**src/rtl/mbx_defs.svh**
```systemverilog
// Constants for the multiplexed bus and parallel port block.
// Assumes inclusion by bare name from the rtl directory.
`ifndef MBX_DEFS_SVH
`define MBX_DEFS_SVH

// ----------------------------------------------------------------------
// Address space
// ----------------------------------------------------------------------
`define MBX_ADDR_W      13
`define MBX_INT_LIMIT   13'h0080
`define MBX_RAM_BASE    13'h0010
`define MBX_RAM_WORDS   112

// ----------------------------------------------------------------------
// Internal I/O locations (low seven address bits)
// ----------------------------------------------------------------------
`define MBX_LOC_PA_DAT  7'h00
`define MBX_LOC_PB_DAT  7'h01
`define MBX_LOC_PA_DIR  7'h04
`define MBX_LOC_PB_DIR  7'h05
`define MBX_LOC_TMR_LO  7'h08
`define MBX_LOC_TMR_HI  7'h0f

// ----------------------------------------------------------------------
// Reset values
// ----------------------------------------------------------------------
`define MBX_DIR_RST     8'h00
`define MBX_BYTE_ZERO   8'h00

`endif

```
**src/rtl/mbx_pkg.sv**
```systemverilog
// Types shared by the multiplexed bus block.
// Assumes nothing beyond a SystemVerilog compiler.
package mbx_pkg;

  // ----------------------------------------------------------------------
  // Bus cycle phases, five per cycle plus standby
  // ----------------------------------------------------------------------
  typedef enum logic [2:0] {
    PH_IDLE,
    PH_ADDR,
    PH_HOLD,
    PH_DATA,
    PH_DLAT,
    PH_END
  } mbx_phase_t;

endpackage

```
**src/rtl/mbx_bus.sv**
```systemverilog
// Multiplexed address/data bus interface with internal space decode and
// two 8-bit bidirectional ports with direction registers.
// Assumes clk is the oscillator input and the core drives one request
// per bus cycle; the timer lives outside and is reached via tmr_* ports.
//
// Functional notes
// - addr_strobe pulses each bus cycle, osc/5, except in standby.
// - data_strobe appears on every read or write, internal too.
// - data_strobe runs at osc/5 outside standby; some are dummy reads.
// - Read/write line low for writes, high for reads, next data strobe.
// - Read/write line rests high when no write is in progress.
// - Shared lines: address at addr_strobe, data at data_strobe.
// - Shared lines driven on writes, sampled on reads in data phase.
// - Bus cycle rate is the oscillator input divided by five.
// - Read data is latched at the falling edge of data_strobe.
// - fetch_indicator high on opcode fetch, low in interrupt sequences.
// - Port line output when direction bit 1, input when 0; readable.
// - Reading an output bit returns the output latch value.
// - Reading an input bit returns the live pin level.
// - Port writes always update latch; pin driven only where bit is 1.
// - Reset clears all direction bits, making every line an input.
// - Reset leaves the port output latches untouched.
// - Decoded address space is 8192 bytes.
// - Lowest 128 addresses internal, with 112 RAM bytes; rest external.
// - Internal writes are repeated on the external bus.
// - Internal reads run on the bus but take internal data only.
`timescale 1ns/1ps
`include "mbx_defs.svh"

module mbx_bus #(
  parameter int ADDR_W   = `MBX_ADDR_W,
  parameter int RAM_WORDS = `MBX_RAM_WORDS
) (
  // Clock and reset
  input  wire logic              clk,
  input  wire logic              rst,
  // Core request side
  input  wire logic              standby,
  input  wire logic              core_valid,
  output logic                   core_ready,
  input  wire logic [ADDR_W-1:0] core_addr,
  input  wire logic              core_we,
  input  wire logic [7:0]        core_wdata,
  input  wire logic              core_fetch,
  input  wire logic              core_irq_seq,
  output logic                   core_done,
  output logic [7:0]             core_rdata,
  // Timer register window
  output logic                   tmr_wr,
  output logic [2:0]             tmr_addr,
  output logic [7:0]             tmr_wdata,
  input  wire logic [7:0]        tmr_rdata,
  // External bus
  output logic                   addr_strobe,
  output logic                   data_strobe,
  output logic                   rd_wr_n,
  output logic [4:0]             high_addr_out,
  output logic                   fetch_indicator,
  input  wire logic [7:0]        shared_addr_data_in,
  output logic [7:0]             shared_addr_data_out,
  output logic                   shared_addr_data_oe,
  // Parallel ports
  input  wire logic [7:0]        port_a_lines_in,
  output logic [7:0]             port_a_lines_out,
  output logic [7:0]             port_a_lines_oe,
  input  wire logic [7:0]        port_b_lines_in,
  output logic [7:0]             port_b_lines_out,
  output logic [7:0]             port_b_lines_oe
);

  // ----------------------------------------------------------------------
  // Helpers
  // ----------------------------------------------------------------------
  // Output bits give the latch, input bits the live pin
  function automatic logic [7:0] port_view(input logic [7:0] dir,
                                           input logic [7:0] lat,
                                           input logic [7:0] pin);
    port_view = (dir & lat) | (~dir & pin);
  endfunction

  // Below the internal limit the data is served on chip, though the cycle still runs on the bus
  function automatic logic is_internal(input logic [ADDR_W-1:0] a);
    is_internal = (a < ADDR_W'(`MBX_INT_LIMIT));
  endfunction

  // ----------------------------------------------------------------------
  // State
  // ----------------------------------------------------------------------
  mbx_pkg::mbx_phase_t ph_r;
  mbx_pkg::mbx_phase_t ph_nxt;
  logic [ADDR_W-1:0]   addr_r;
  logic                we_r;
  logic [7:0]          wdata_r;
  logic                fetch_r;
  logic                real_r;
  logic [7:0]          dir_a_r;
  logic [7:0]          dir_b_r;
  logic [7:0]          lat_a_r;
  logic [7:0]          lat_b_r;
  logic [7:0]          ram_r [0:RAM_WORDS-1];
  logic [7:0]          int_rdata;
  logic [6:0]          loc;
  logic                in_ram;
  logic                in_tmr;
  logic                commit;
  logic                taken;

  assign loc    = addr_r[6:0];
  assign in_ram = is_internal(addr_r) &&
                  (addr_r >= ADDR_W'(`MBX_RAM_BASE));
  assign in_tmr = is_internal(addr_r) && (loc >= `MBX_LOC_TMR_LO) &&
                  (loc <= `MBX_LOC_TMR_HI);
  // Data strobe falls on the edge leaving the latch phase
  assign commit = (ph_r == mbx_pkg::PH_DLAT);

  // ----------------------------------------------------------------------
  // Phase sequencer
  // ----------------------------------------------------------------------
  // A new cycle may only start from standby or the last phase
  assign core_ready = ((ph_r == mbx_pkg::PH_END) ||
                       (ph_r == mbx_pkg::PH_IDLE)) && !standby;
  assign taken      = core_ready && core_valid;

  // Five phases per cycle divide the oscillator by five
  always_comb begin
    case (ph_r)
      mbx_pkg::PH_ADDR: ph_nxt = mbx_pkg::PH_HOLD;
      mbx_pkg::PH_HOLD: ph_nxt = mbx_pkg::PH_DATA;
      mbx_pkg::PH_DATA: ph_nxt = mbx_pkg::PH_DLAT;
      mbx_pkg::PH_DLAT: ph_nxt = mbx_pkg::PH_END;
      default: begin
        // Standby holds both strobes still
        ph_nxt = standby ? mbx_pkg::PH_IDLE : mbx_pkg::PH_ADDR;
      end
    endcase
  end

  always_ff @(posedge clk) begin
    if (rst) begin
      ph_r <= mbx_pkg::PH_IDLE;
    end else begin
      ph_r <= ph_nxt;
    end
  end

  // ----------------------------------------------------------------------
  // Request capture
  // ----------------------------------------------------------------------
  // Without a request the old address is read again as a dummy cycle;
  // keeps the strobes running at the cost of a wasted external read
  always_ff @(posedge clk) begin
    if (rst) begin
      addr_r  <= '0;
      we_r    <= 1'b0;
      wdata_r <= `MBX_BYTE_ZERO;
      fetch_r <= 1'b0;
      real_r  <= 1'b0;
    end else if (taken) begin
      addr_r  <= core_addr;
      we_r    <= core_we;
      wdata_r <= core_wdata;
      fetch_r <= core_fetch && !core_we;
      real_r  <= 1'b1;
    end else if (ph_nxt == mbx_pkg::PH_ADDR) begin
      we_r    <= 1'b0;
      fetch_r <= 1'b0;
      real_r  <= 1'b0;
    end
  end

  // ----------------------------------------------------------------------
  // Strobes and direction line
  // ----------------------------------------------------------------------
  // Registered from the next phase so the pins change with the phase
  always_ff @(posedge clk) begin
    if (rst) begin
      addr_strobe <= 1'b0;
      data_strobe <= 1'b0;
    end else begin
      addr_strobe <= (ph_nxt == mbx_pkg::PH_ADDR);
      data_strobe <= (ph_nxt == mbx_pkg::PH_DATA) ||
                     (ph_nxt == mbx_pkg::PH_DLAT);
    end
  end

  // Direction follows the captured request; high outside writes
  always_ff @(posedge clk) begin
    if (rst) begin
      rd_wr_n <= 1'b1;
    end else if (taken) begin
      rd_wr_n <= !core_we;
    end else if (ph_nxt == mbx_pkg::PH_ADDR ||
                 ph_nxt == mbx_pkg::PH_IDLE) begin
      rd_wr_n <= 1'b1;
    end
  end

  // Interrupt sequences force the indicator low
  always_ff @(posedge clk) begin
    if (rst) begin
      fetch_indicator <= 1'b0;
    end else if (core_irq_seq) begin
      fetch_indicator <= 1'b0;
    end else if (taken) begin
      fetch_indicator <= core_fetch && !core_we;
    end else if (ph_nxt == mbx_pkg::PH_ADDR ||
                 ph_nxt == mbx_pkg::PH_IDLE) begin
      fetch_indicator <= 1'b0;
    end
  end

  // ----------------------------------------------------------------------
  // Address and data lines
  // ----------------------------------------------------------------------
  // High address stays for the whole cycle; low byte in the address and hold
  // phases, write data from the data phase to the end phase, released for reads
  always_ff @(posedge clk) begin
    if (rst) begin
      high_addr_out        <= '0;
      shared_addr_data_out <= `MBX_BYTE_ZERO;
      shared_addr_data_oe  <= 1'b0;
    end else begin
      if (taken) begin
        high_addr_out <= core_addr[ADDR_W-1:8];
      end
      case (ph_nxt)
        mbx_pkg::PH_ADDR: begin
          shared_addr_data_out <= taken ? core_addr[7:0] : addr_r[7:0];
          shared_addr_data_oe  <= 1'b1;
        end
        mbx_pkg::PH_HOLD: begin
          shared_addr_data_oe  <= 1'b1;
        end
        mbx_pkg::PH_DATA, mbx_pkg::PH_DLAT, mbx_pkg::PH_END: begin
          // Internal writes are also shown on the bus
          shared_addr_data_out <= wdata_r;
          shared_addr_data_oe  <= we_r;
        end
        default: begin
          shared_addr_data_oe  <= 1'b0;
        end
      endcase
    end
  end

  // ----------------------------------------------------------------------
  // Internal read mux
  // ----------------------------------------------------------------------
  always_comb begin
    int_rdata = `MBX_BYTE_ZERO;
    if (in_ram) begin
      int_rdata = ram_r[7'(addr_r - ADDR_W'(`MBX_RAM_BASE))];
    end else if (in_tmr) begin
      int_rdata = tmr_rdata;
    end else if (loc == `MBX_LOC_PA_DAT) begin
      int_rdata = port_view(dir_a_r, lat_a_r, port_a_lines_in);
    end else if (loc == `MBX_LOC_PB_DAT) begin
      int_rdata = port_view(dir_b_r, lat_b_r, port_b_lines_in);
    end else if (loc == `MBX_LOC_PA_DIR) begin
      int_rdata = dir_a_r;
    end else if (loc == `MBX_LOC_PB_DIR) begin
      int_rdata = dir_b_r;
    end
  end

  // ----------------------------------------------------------------------
  // Read data return
  // ----------------------------------------------------------------------
  // Sampled as data strobe falls; internal reads ignore the bus
  always_ff @(posedge clk) begin
    if (rst) begin
      core_rdata <= `MBX_BYTE_ZERO;
      core_done  <= 1'b0;
    end else begin
      core_done <= commit && real_r;
      if (commit && real_r && !we_r) begin
        core_rdata <= is_internal(addr_r) ? int_rdata
                                          : shared_addr_data_in;
      end
    end
  end

  // ----------------------------------------------------------------------
  // Internal writes
  // ----------------------------------------------------------------------
  // RAM has no reset; contents are whatever software left there
  always_ff @(posedge clk) begin
    if (commit && real_r && we_r && in_ram) begin
      ram_r[7'(addr_r - ADDR_W'(`MBX_RAM_BASE))] <= wdata_r;
    end
  end

  // Timer window write strobe, one cycle at data strobe fall
  always_ff @(posedge clk) begin
    if (rst) begin
      tmr_wr    <= 1'b0;
      tmr_addr  <= '0;
      tmr_wdata <= `MBX_BYTE_ZERO;
    end else begin
      tmr_wr <= commit && real_r && we_r && in_tmr;
      if (commit && real_r && we_r && in_tmr) begin
        tmr_addr  <= loc[2:0];
        tmr_wdata <= wdata_r;
      end
    end
  end

  // ----------------------------------------------------------------------
  // Port direction registers
  // ----------------------------------------------------------------------
  always_ff @(posedge clk) begin
    if (rst) begin
      dir_a_r <= `MBX_DIR_RST;
      dir_b_r <= `MBX_DIR_RST;
    end else if (commit && real_r && we_r && is_internal(addr_r)) begin
      if (loc == `MBX_LOC_PA_DIR) begin
        dir_a_r <= wdata_r;
      end else if (loc == `MBX_LOC_PB_DIR) begin
        dir_b_r <= wdata_r;
      end
    end
  end

  // ----------------------------------------------------------------------
  // Port output latches
  // ----------------------------------------------------------------------
  // Deliberately outside reset so a reset keeps the last output values
  always_ff @(posedge clk) begin
    if (commit && real_r && we_r && is_internal(addr_r)) begin
      if (loc == `MBX_LOC_PA_DAT) begin
        lat_a_r <= wdata_r;
      end else if (loc == `MBX_LOC_PB_DAT) begin
        lat_b_r <= wdata_r;
      end
    end
  end

  // Pins carry the latch, enabled bit by bit from the direction
  assign port_a_lines_out = lat_a_r;
  assign port_a_lines_oe  = dir_a_r;
  assign port_b_lines_out = lat_b_r;
  assign port_b_lines_oe  = dir_b_r;

endmodule

```
**config.mk**
```make
export PLATFORM = sky130hd
export DESIGN_NAME = mbx_bus
export DESIGN_NICKNAME = d
export VERILOG_FILES = /design/src/rtl/mbx_pkg.sv /design/src/rtl/mbx_bus.sv
export VERILOG_INCLUDE_DIRS = /design/src /design/src/rtl
export SDC_FILE = /design/constraint.sdc
export NUM_CORES = 1
export LEC_CHECK = 0
export ABC_AREA = 1
export BUFFER_PORTS_ARGS = -buffer_cell sky130_fd_sc_hd__clkbuf_2
export CAP_MARGIN = 20
export CORE_MARGIN = 1.5
export CORE_UTILIZATION = 25
export DETAILED_ROUTE_END_ITERATION = 16
export PLACE_DENSITY = 0.39
export SLEW_MARGIN = 20
export SYNTH_ARGS = -nofsm -noshare
export SYNTH_HDL_FRONTEND = slang
export SYNTH_SLANG_ARGS = --single-unit
export TNS_END_PERCENT = 50
```
**constraint.sdc**
```tcl
create_clock -name clk -period 4.6 [get_ports clk]
set_input_delay 0.46 -clock clk [delete_from_list [all_inputs] [get_ports clk]]
set_output_delay 0.46 -clock clk [all_outputs]
set_load 0.05 [all_outputs]
```
==> results.ini, run 1 <==
[logic_synthesis]
synthesis.area_um2=41130
yosysSeqAreaShare_pct=70.28
synth.net_count=3928
yosysMostFrequentCell=nand2_1
synth_edf_count=912
synth_ff_type=edfxtp_1
synth_mux_area_share_pct=0.1947
synthCells=3865
synthTopCellsByCount=nand2_1, edfxtp_1, nor2_1, nand3_1, inv_1
yosys.area.top_type=edfxtp_1
synth_top_area_share_pct=66.58
async_reset_ff_share_pct=0
synth_warnings=0
synth_cell_type_count=34
synth-seq-cells=988
synth_xor_xnor_area_share_pct=0.02129
synth_top_family_by_area=simple AND/OR/NAND/NOR gates
synthSimpleGateAreaFrac_pct=19.46
synthTopCellsByArea=edfxtp_1, nand2_1, nor2_1, dfxtp_1, nand3_1
synth_area_per_cell_um2=10.64
yosys.area_share.adder_pct=0.09125
synth_compound_area_share_pct=5.177

[detailed_routing]
drtPass1Iterations=5
drt_iter0_drc=2324
vias=27810
detail-route-antenna-nets=0
wl_per_cell_um=22.10
drc=0
via_per_inst=4.447
postRouteWirelength_um=138200

[timing]
fin_skew_ns=0.03895
setup-violations-final=0
maxSlewHeadroom_pct=30.45
worst_slew_pin_slew_ns=1.038
rsz0062_at_grt=no
final_hold_viol_count=0
fmax_mhz=273.8
maxSlewViolCount=0
finalCritPeriodShare_pct=79.41
setup-tns-final_ns=0
worst_hold_slack_ns=0.06410
fin_crit_ns=3.653

[setup_path]
arrival_ns=3.99
cp-endpoint=ram_r[109][6]
path_cells=clkinv_8, nor2_4, buf_12, nand3_4, nor2_1
cp.depth=5
ff2ff_path_depth=5
critPathMaxStageDelay_ns=0.80
critPathLaunchType=flop
timing_worst_setup_path_type=flop to flop
crit_fanout=51
worstReg2RegEnd=ram_r[109][6]
r2r_start=addr_r[0]
rrSetupSlack_ns=0.95
critPathRequiredTime_ns=4.94
crit_buf_inv=2
crit_slowest_cell=nor2_1
endpoint_kind=flop
critPathTopFamily=simple AND/OR/NAND/NOR gates
startpoint=addr_r[0]

[cells_and_area]
multi_input_area_um2=10260
area_growth_pct=16.63
seqCellArea_um2=28950
final_net_count=4044
drive_gt1_share_pct=9.865
fin_cells=6254
num-fill-cells=16860

[clocking]
ctsLongestPathBuffers=3
clkTransAtPathRegs_ns=0.06
cts_num_sinks=988
cts_tree=built
htreeDepth=3
clk_latency_ns=0.73
clock-root-buffer=clkbuf_16
cts_buffers=113
postCtsSetupBuffers=0

[placed_design]
gp_congestion=0.8507
io_buffers=131
place_inst=6030
hpwlAfterDp_um=82370

[flow_run]
maxCapViolCount=0

[floorplanning]
io_pins=132
start_util_pct=25.21
core-area_um2=163100
die_area_um2=167000
rows=148
die_x_um=408.6
die-height_um=408.6

[grt]
grt_max_degree=128
grt_first_pass_wirelength_um=199100
gr-usage-all-layers_pct=16.26
gr-total-overflow=0
antenna_found_initial=5
grt_pass1_vias=27340

[power]
ir_worst_vdd_mv=0.2784
p_leak_nw=17.92
power-per-cell-area_nw_per_um2=450.7

[hold_path]
hp-class=input port to flop

[outcome]
outcome=completed

## cells in the final DEF (no fill, tap or decap), types with 13 or more instances in the layout
cell type,synthesis,layout
nand3_1,266,266
nand2_1,1254,1254
clkbuf_2,0,131
o21ai_1,23,23
o21ai_0,168,168
nand4_1,22,22
buf_12,0,13
inv_1,257,257
buf_4,9,53
a21oi_1,194,194
o211ai_1,20,20
clkinv_2,0,30
clkbuf_1,64,21
edfxtp_1,912,912
dfxtp_1,76,64
nor2_1,418,418
clkinv_1,1,24
clkbuf_16,0,117
## area by class of cell
type	instances	share of cell area, %
tap	2175	5.672
clock inverter	66	1.051
clock buffer	143	6.411
inverter	269	2.146
timing repair buffer	208	2.968
sequential	988	60.34
antenna	4	0.02086
multi-input combinational	2401	21.39
## per-layer routing
layer  GRT usage [%]  share of wire (%)  vias to the layer above
met5               0                  0                        -
met2           26.40                 47                      588
met1           22.68                 47                    13820
met4           3.891                2.2                        0
li1                -                  -                    13230
met3           2.486                4.2                      173
## worst register-to-register path, stage by stage (launching register included)
cell	delay, ns
dfxtp_4	0.71
clkinv_8	0.39
nor2_4	0.58
buf_12	0.26
nand3_4	0.51
nor2_1	0.82
## worst min-delay path by stage
stage	endpoint	cells past startpoint	slack (ns)	from
CTS	addr_r[0]	3	0.007	core_addr[0]
global placement	fetch_indicator	2	0.46	fetch_indicator
global route	wdata_r[4]	3	0.05	core_wdata[4]
finish	addr_r[0]	3	0.06	core_addr[0]
floorplan	data_strobe	1	0.46	ph_r[2]
detailed placement	fetch_indicator	2	0.47	fetch_indicator
## what timing repair did
action                    CTS  global route
hold endpoints to repair   10             0
gates resized for setup     0             0
hold buffers               11             0
## kinds of logic after synthesis
family	Yosys count
muxes	8
AOI/OAI and AO/OA	410
and+or+nand+nor	1979
xor gates and xnor gates	1
DFF	988
buffers and inverters	476
adders and majority gates	3
## state kept, by name, summed over array words and instances (netlist names), 3 cells and up
| register | count |
|---|---|
| port_b_lines_out | 8 |
| shared_addr_data_out | 8 |
| tmr_addr | 3 |
| ph_r | 3 |
| wdata_r | 8 |
| port_a_lines_out | 8 |
| addr_r | 13 |
| port_b_lines_oe | 8 |
| core_rdata | 8 |
| ram_r | 896 |
| port_a_lines_oe | 8 |
| tmr_wdata | 8 |
## metrics by stage
| stage | setup slack [ns] | area (µm²) | utilization [%] | total power [mW] |
|---|---|---|---|---|
| after CTS | 0.8740 | 47960 | 29.40 | 21.88 |
| final | 0.9471 | 47970 | 29.41 | 21.62 |
| after global routing | 0.7847 | 47970 | 29.40 | 22.42 |
| after detailed placement | 0.8945 | 44280 | 27.14 | 13.03 |
| after global placement | 0.9076 | 44280 | 27.14 | 13.05 |
| after floorplan | 1.741 | 41130 | - | 11.80 |
## where the power goes
| part | switching (mW) | internal [mW] | leakage (nW) |
|---|---|---|---|
| registers | 0.193 | 9.99 | 9.01 |
| clock network | 3.72 | 5.09 | 1.78 |
| logic | 2.04 | 0.591 | 7.13 |
(Power assumes the default switching activity.)
==> inputs of run 2 (changes only) <==
clock period = 3.6 ns   (was 4.6 ns; I/O delays follow)
==> run 2 against run 1 <==
  * Sequential cell count stayed put
  * Sequential share of layout area fell by 1.3 points
  * Via count grew 1.5%
  * Final area up 2.3%
  * Fmax increased by 20%
  * Final cell count increased by 2.1%
  * Combinational power up 29%
  * Routed wire length hardly changed
  * First-iteration DRC count decreased by 7.6%
  * Clock-buffer cell count did not move
  * Worst setup slack got worse by 0.39 ns
  * Critical path type unchanged
  * Largest cell class unchanged
  * Largest power group unchanged
==> results.ini, run 2 (synthesis results as in run 1) <==
[outcome]
outcome=completed  ; unchanged

[timing]
fin_crit_ns=3.041  ; was 3.653 ns
fmax_mhz=328.8  ; was 273.8 MHz
final_hold_viol_count=0  ; unchanged
setup-violations-final=0  ; unchanged
setup-tns-final_ns=0  ; unchanged
worst_slew_pin_slew_ns=0.9228  ; was 1.038 ns
worst_hold_slack_ns=0.05852  ; was 0.06410 ns
fin_skew_ns=0.03775  ; was 0.03895 ns
finalCritPeriodShare_pct=84.48  ; was 79.41%
maxSlewViolCount=0  ; unchanged
rsz0062_at_grt=no  ; unchanged
maxSlewHeadroom_pct=38.48  ; was 30.45%

[cells_and_area]
top_regs=ram_r: 896 flops, addr_r: 13 flops  ; unchanged
seqCellArea_um2=28950  ; unchanged
num-fill-cells=16840  ; was 16.86k
area_growth_pct=19.28  ; was 16.63%
final_net_count=4174  ; was 4044
final_area_um2=49070  ; was 47970 µm²
multi_input_area_um2=10260  ; unchanged
largest_register_ff_count=896  ; unchanged
final_cell_mix=nand2_1, edfxtp_1, nor2_1, nand3_1, inv_1  ; unchanged
fin_cells=6387  ; was 6254
final_common_cell=nand2_1  ; unchanged
largest_register=ram_r  ; unchanged
drive_gt1_share_pct=12.17  ; was 9.865%

[clocking]
clock-root-buffer=clkbuf_16  ; unchanged
htreeDepth=3  ; unchanged
cts_num_sinks=988  ; unchanged
clkTransAtPathRegs_ns=0.06  ; about the same
cts_tree=built  ; unchanged
ctsLongestPathBuffers=3  ; unchanged
cts_buffers=114  ; was 113
clk_latency_ns=0.74  ; was 0.73 ns
postCtsSetupBuffers=0  ; unchanged

[setup_path]
crit_fanout=43  ; was 51
critPathLaunchType=flop  ; unchanged
crit_buf_inv=2  ; unchanged
critPathMaxStageDelay_ns=0.56  ; was 0.80 ns
arrival_ns=3.70  ; was 3.99 ns
endpoint_kind=flop  ; unchanged
critPathTopFamily=simple AND/OR/NAND/NOR gates  ; unchanged
timing_worst_setup_path_type=flop to flop  ; unchanged
crit_slowest_cell=buf_4  ; was nor2_1
path_cells=clkinv_8, nor2_4, buf_4, nand2_1, nand3_1, nand3_1, nand2_1, nand3_1, nand2_1, o21ai_1, a21oi_1  ; was clkinv_8, nor2_4, buf_12, nand3_4, nor2_1
critPathRequiredTime_ns=4.26  ; was 4.94 ns

[placed_design]
postPlaceCellArea_um2=45220  ; was 44280 µm²
hpwlAfterDp_um=84100  ; was 82370 µm
place_inst=6148  ; was 6030
io_buffers=131  ; unchanged
gp_congestion=0.8590  ; was 0.8507

[detailed_routing]
via_per_inst=4.420  ; was 4.447
vias=28230  ; was 27.81k
drtPass1Iterations=5  ; unchanged
postRouteWirelength_um=138300  ; was 138200 µm
drc=0  ; unchanged
detail-route-antenna-nets=0  ; unchanged
drt_iter0_drc=2148  ; was 2324
wl_per_cell_um=21.65  ; was 22.10 µm

[grt]
gr-total-overflow=0  ; unchanged
grt_pass1_vias=28040  ; was 27.34k
gr-usage-all-layers_pct=16.33  ; was 16.26%
grt_first_pass_wirelength_um=200200  ; was 199100 µm
antenna_found_initial=6  ; was 5
grt_max_degree=151  ; was 128

[hold_path]
hp-class=input port to flop  ; unchanged

[floorplanning]
die_x_um=408.6  ; unchanged
die_area_um2=167000  ; unchanged
die-height_um=408.6  ; unchanged
core-area_um2=163100  ; unchanged
start_util_pct=25.21  ; unchanged
io_pins=132  ; unchanged
rows=148  ; unchanged

[flow_run]
maxCapViolCount=0  ; unchanged

[power]
ir_worst_vdd_mv=0.3792  ; was 0.2784 mV
power.total_mw=27.71  ; was 21.62 mW
power-per-cell-area_nw_per_um2=564.7  ; was 450.7 nW/µm²
p_leak_nw=18.60  ; was 17.92 nW

-- run 2: what timing repair did --
item                                   in CTS  in global routing
hold buffers                               22                  0
resized for setup                           0                  0
endpoints found under the hold margin      22                  0
-- run 2: worst paths after layout --
kind | depth (start not counted) | to | slack (ns) | startpoint
worst max-delay path | 11 | core_rdata[3] | 0.56 | addr_r[0]
worst min register to register | 2 | shared_addr_data_out[4] | 0.49 | shared_addr_data_out[4]
worst max register to register | 11 | core_rdata[3] | 0.56 | addr_r[0]
worst min-delay path | 5 | core_rdata[0] | 0.06 | shared_addr_data_in[0]
-- run 2: power breakdown --
part           total (mW)  leakage [nW]  internal [mW]  switching, mW
sequential           13.0          9.01           12.8          0.264
combinational        3.40          7.83          0.800           2.60
clock                11.3          1.77           6.47           4.81
total                27.7          18.6           20.0           7.68
-- run 2: tightest hold or removal path: cells and delay by family --
kind | cells | cell delay [ns]
buf+inv | 1 | 0.09
simple gates | 3 | 0.17
compound gates | 1 | 0.13
-- run 2: through the flow --
| stage | worst slack, ns | util [%] |
|---|---|---|
| 2_1_floorplan | 0.7410 | - |
| 3_3_place_gp | 0.5512 | 27.72 |
| 6_report | 0.5589 | 30.08 |
| 4_1_cts | 0.5166 | 30.07 |
| 3_5_place_dp | 0.5382 | 27.72 |
| 5_1_grt | 0.3392 | 30.07 |
-- run 2: per-layer routing --
metal	vias up	share of wire [%]	track usage, %
met2	586	47	26.55
met3	176	4.7	2.344
li1	13490	-	-
met4	0	2.5	4.826
met5	-	0	0
met1	13980	46	22.51
-- run 2: final cells by class --
class,instances,area share (%)
Multi-Input combinational cell,2401,20.91
Clock inverter,70,1.244
Clock buffer,143,6.120
Tap cell,2175,5.546
Inverter,269,2.099
Sequential cell,988,59.00
Antenna cell,4,0.02040
Timing Repair Buffer,337,5.059
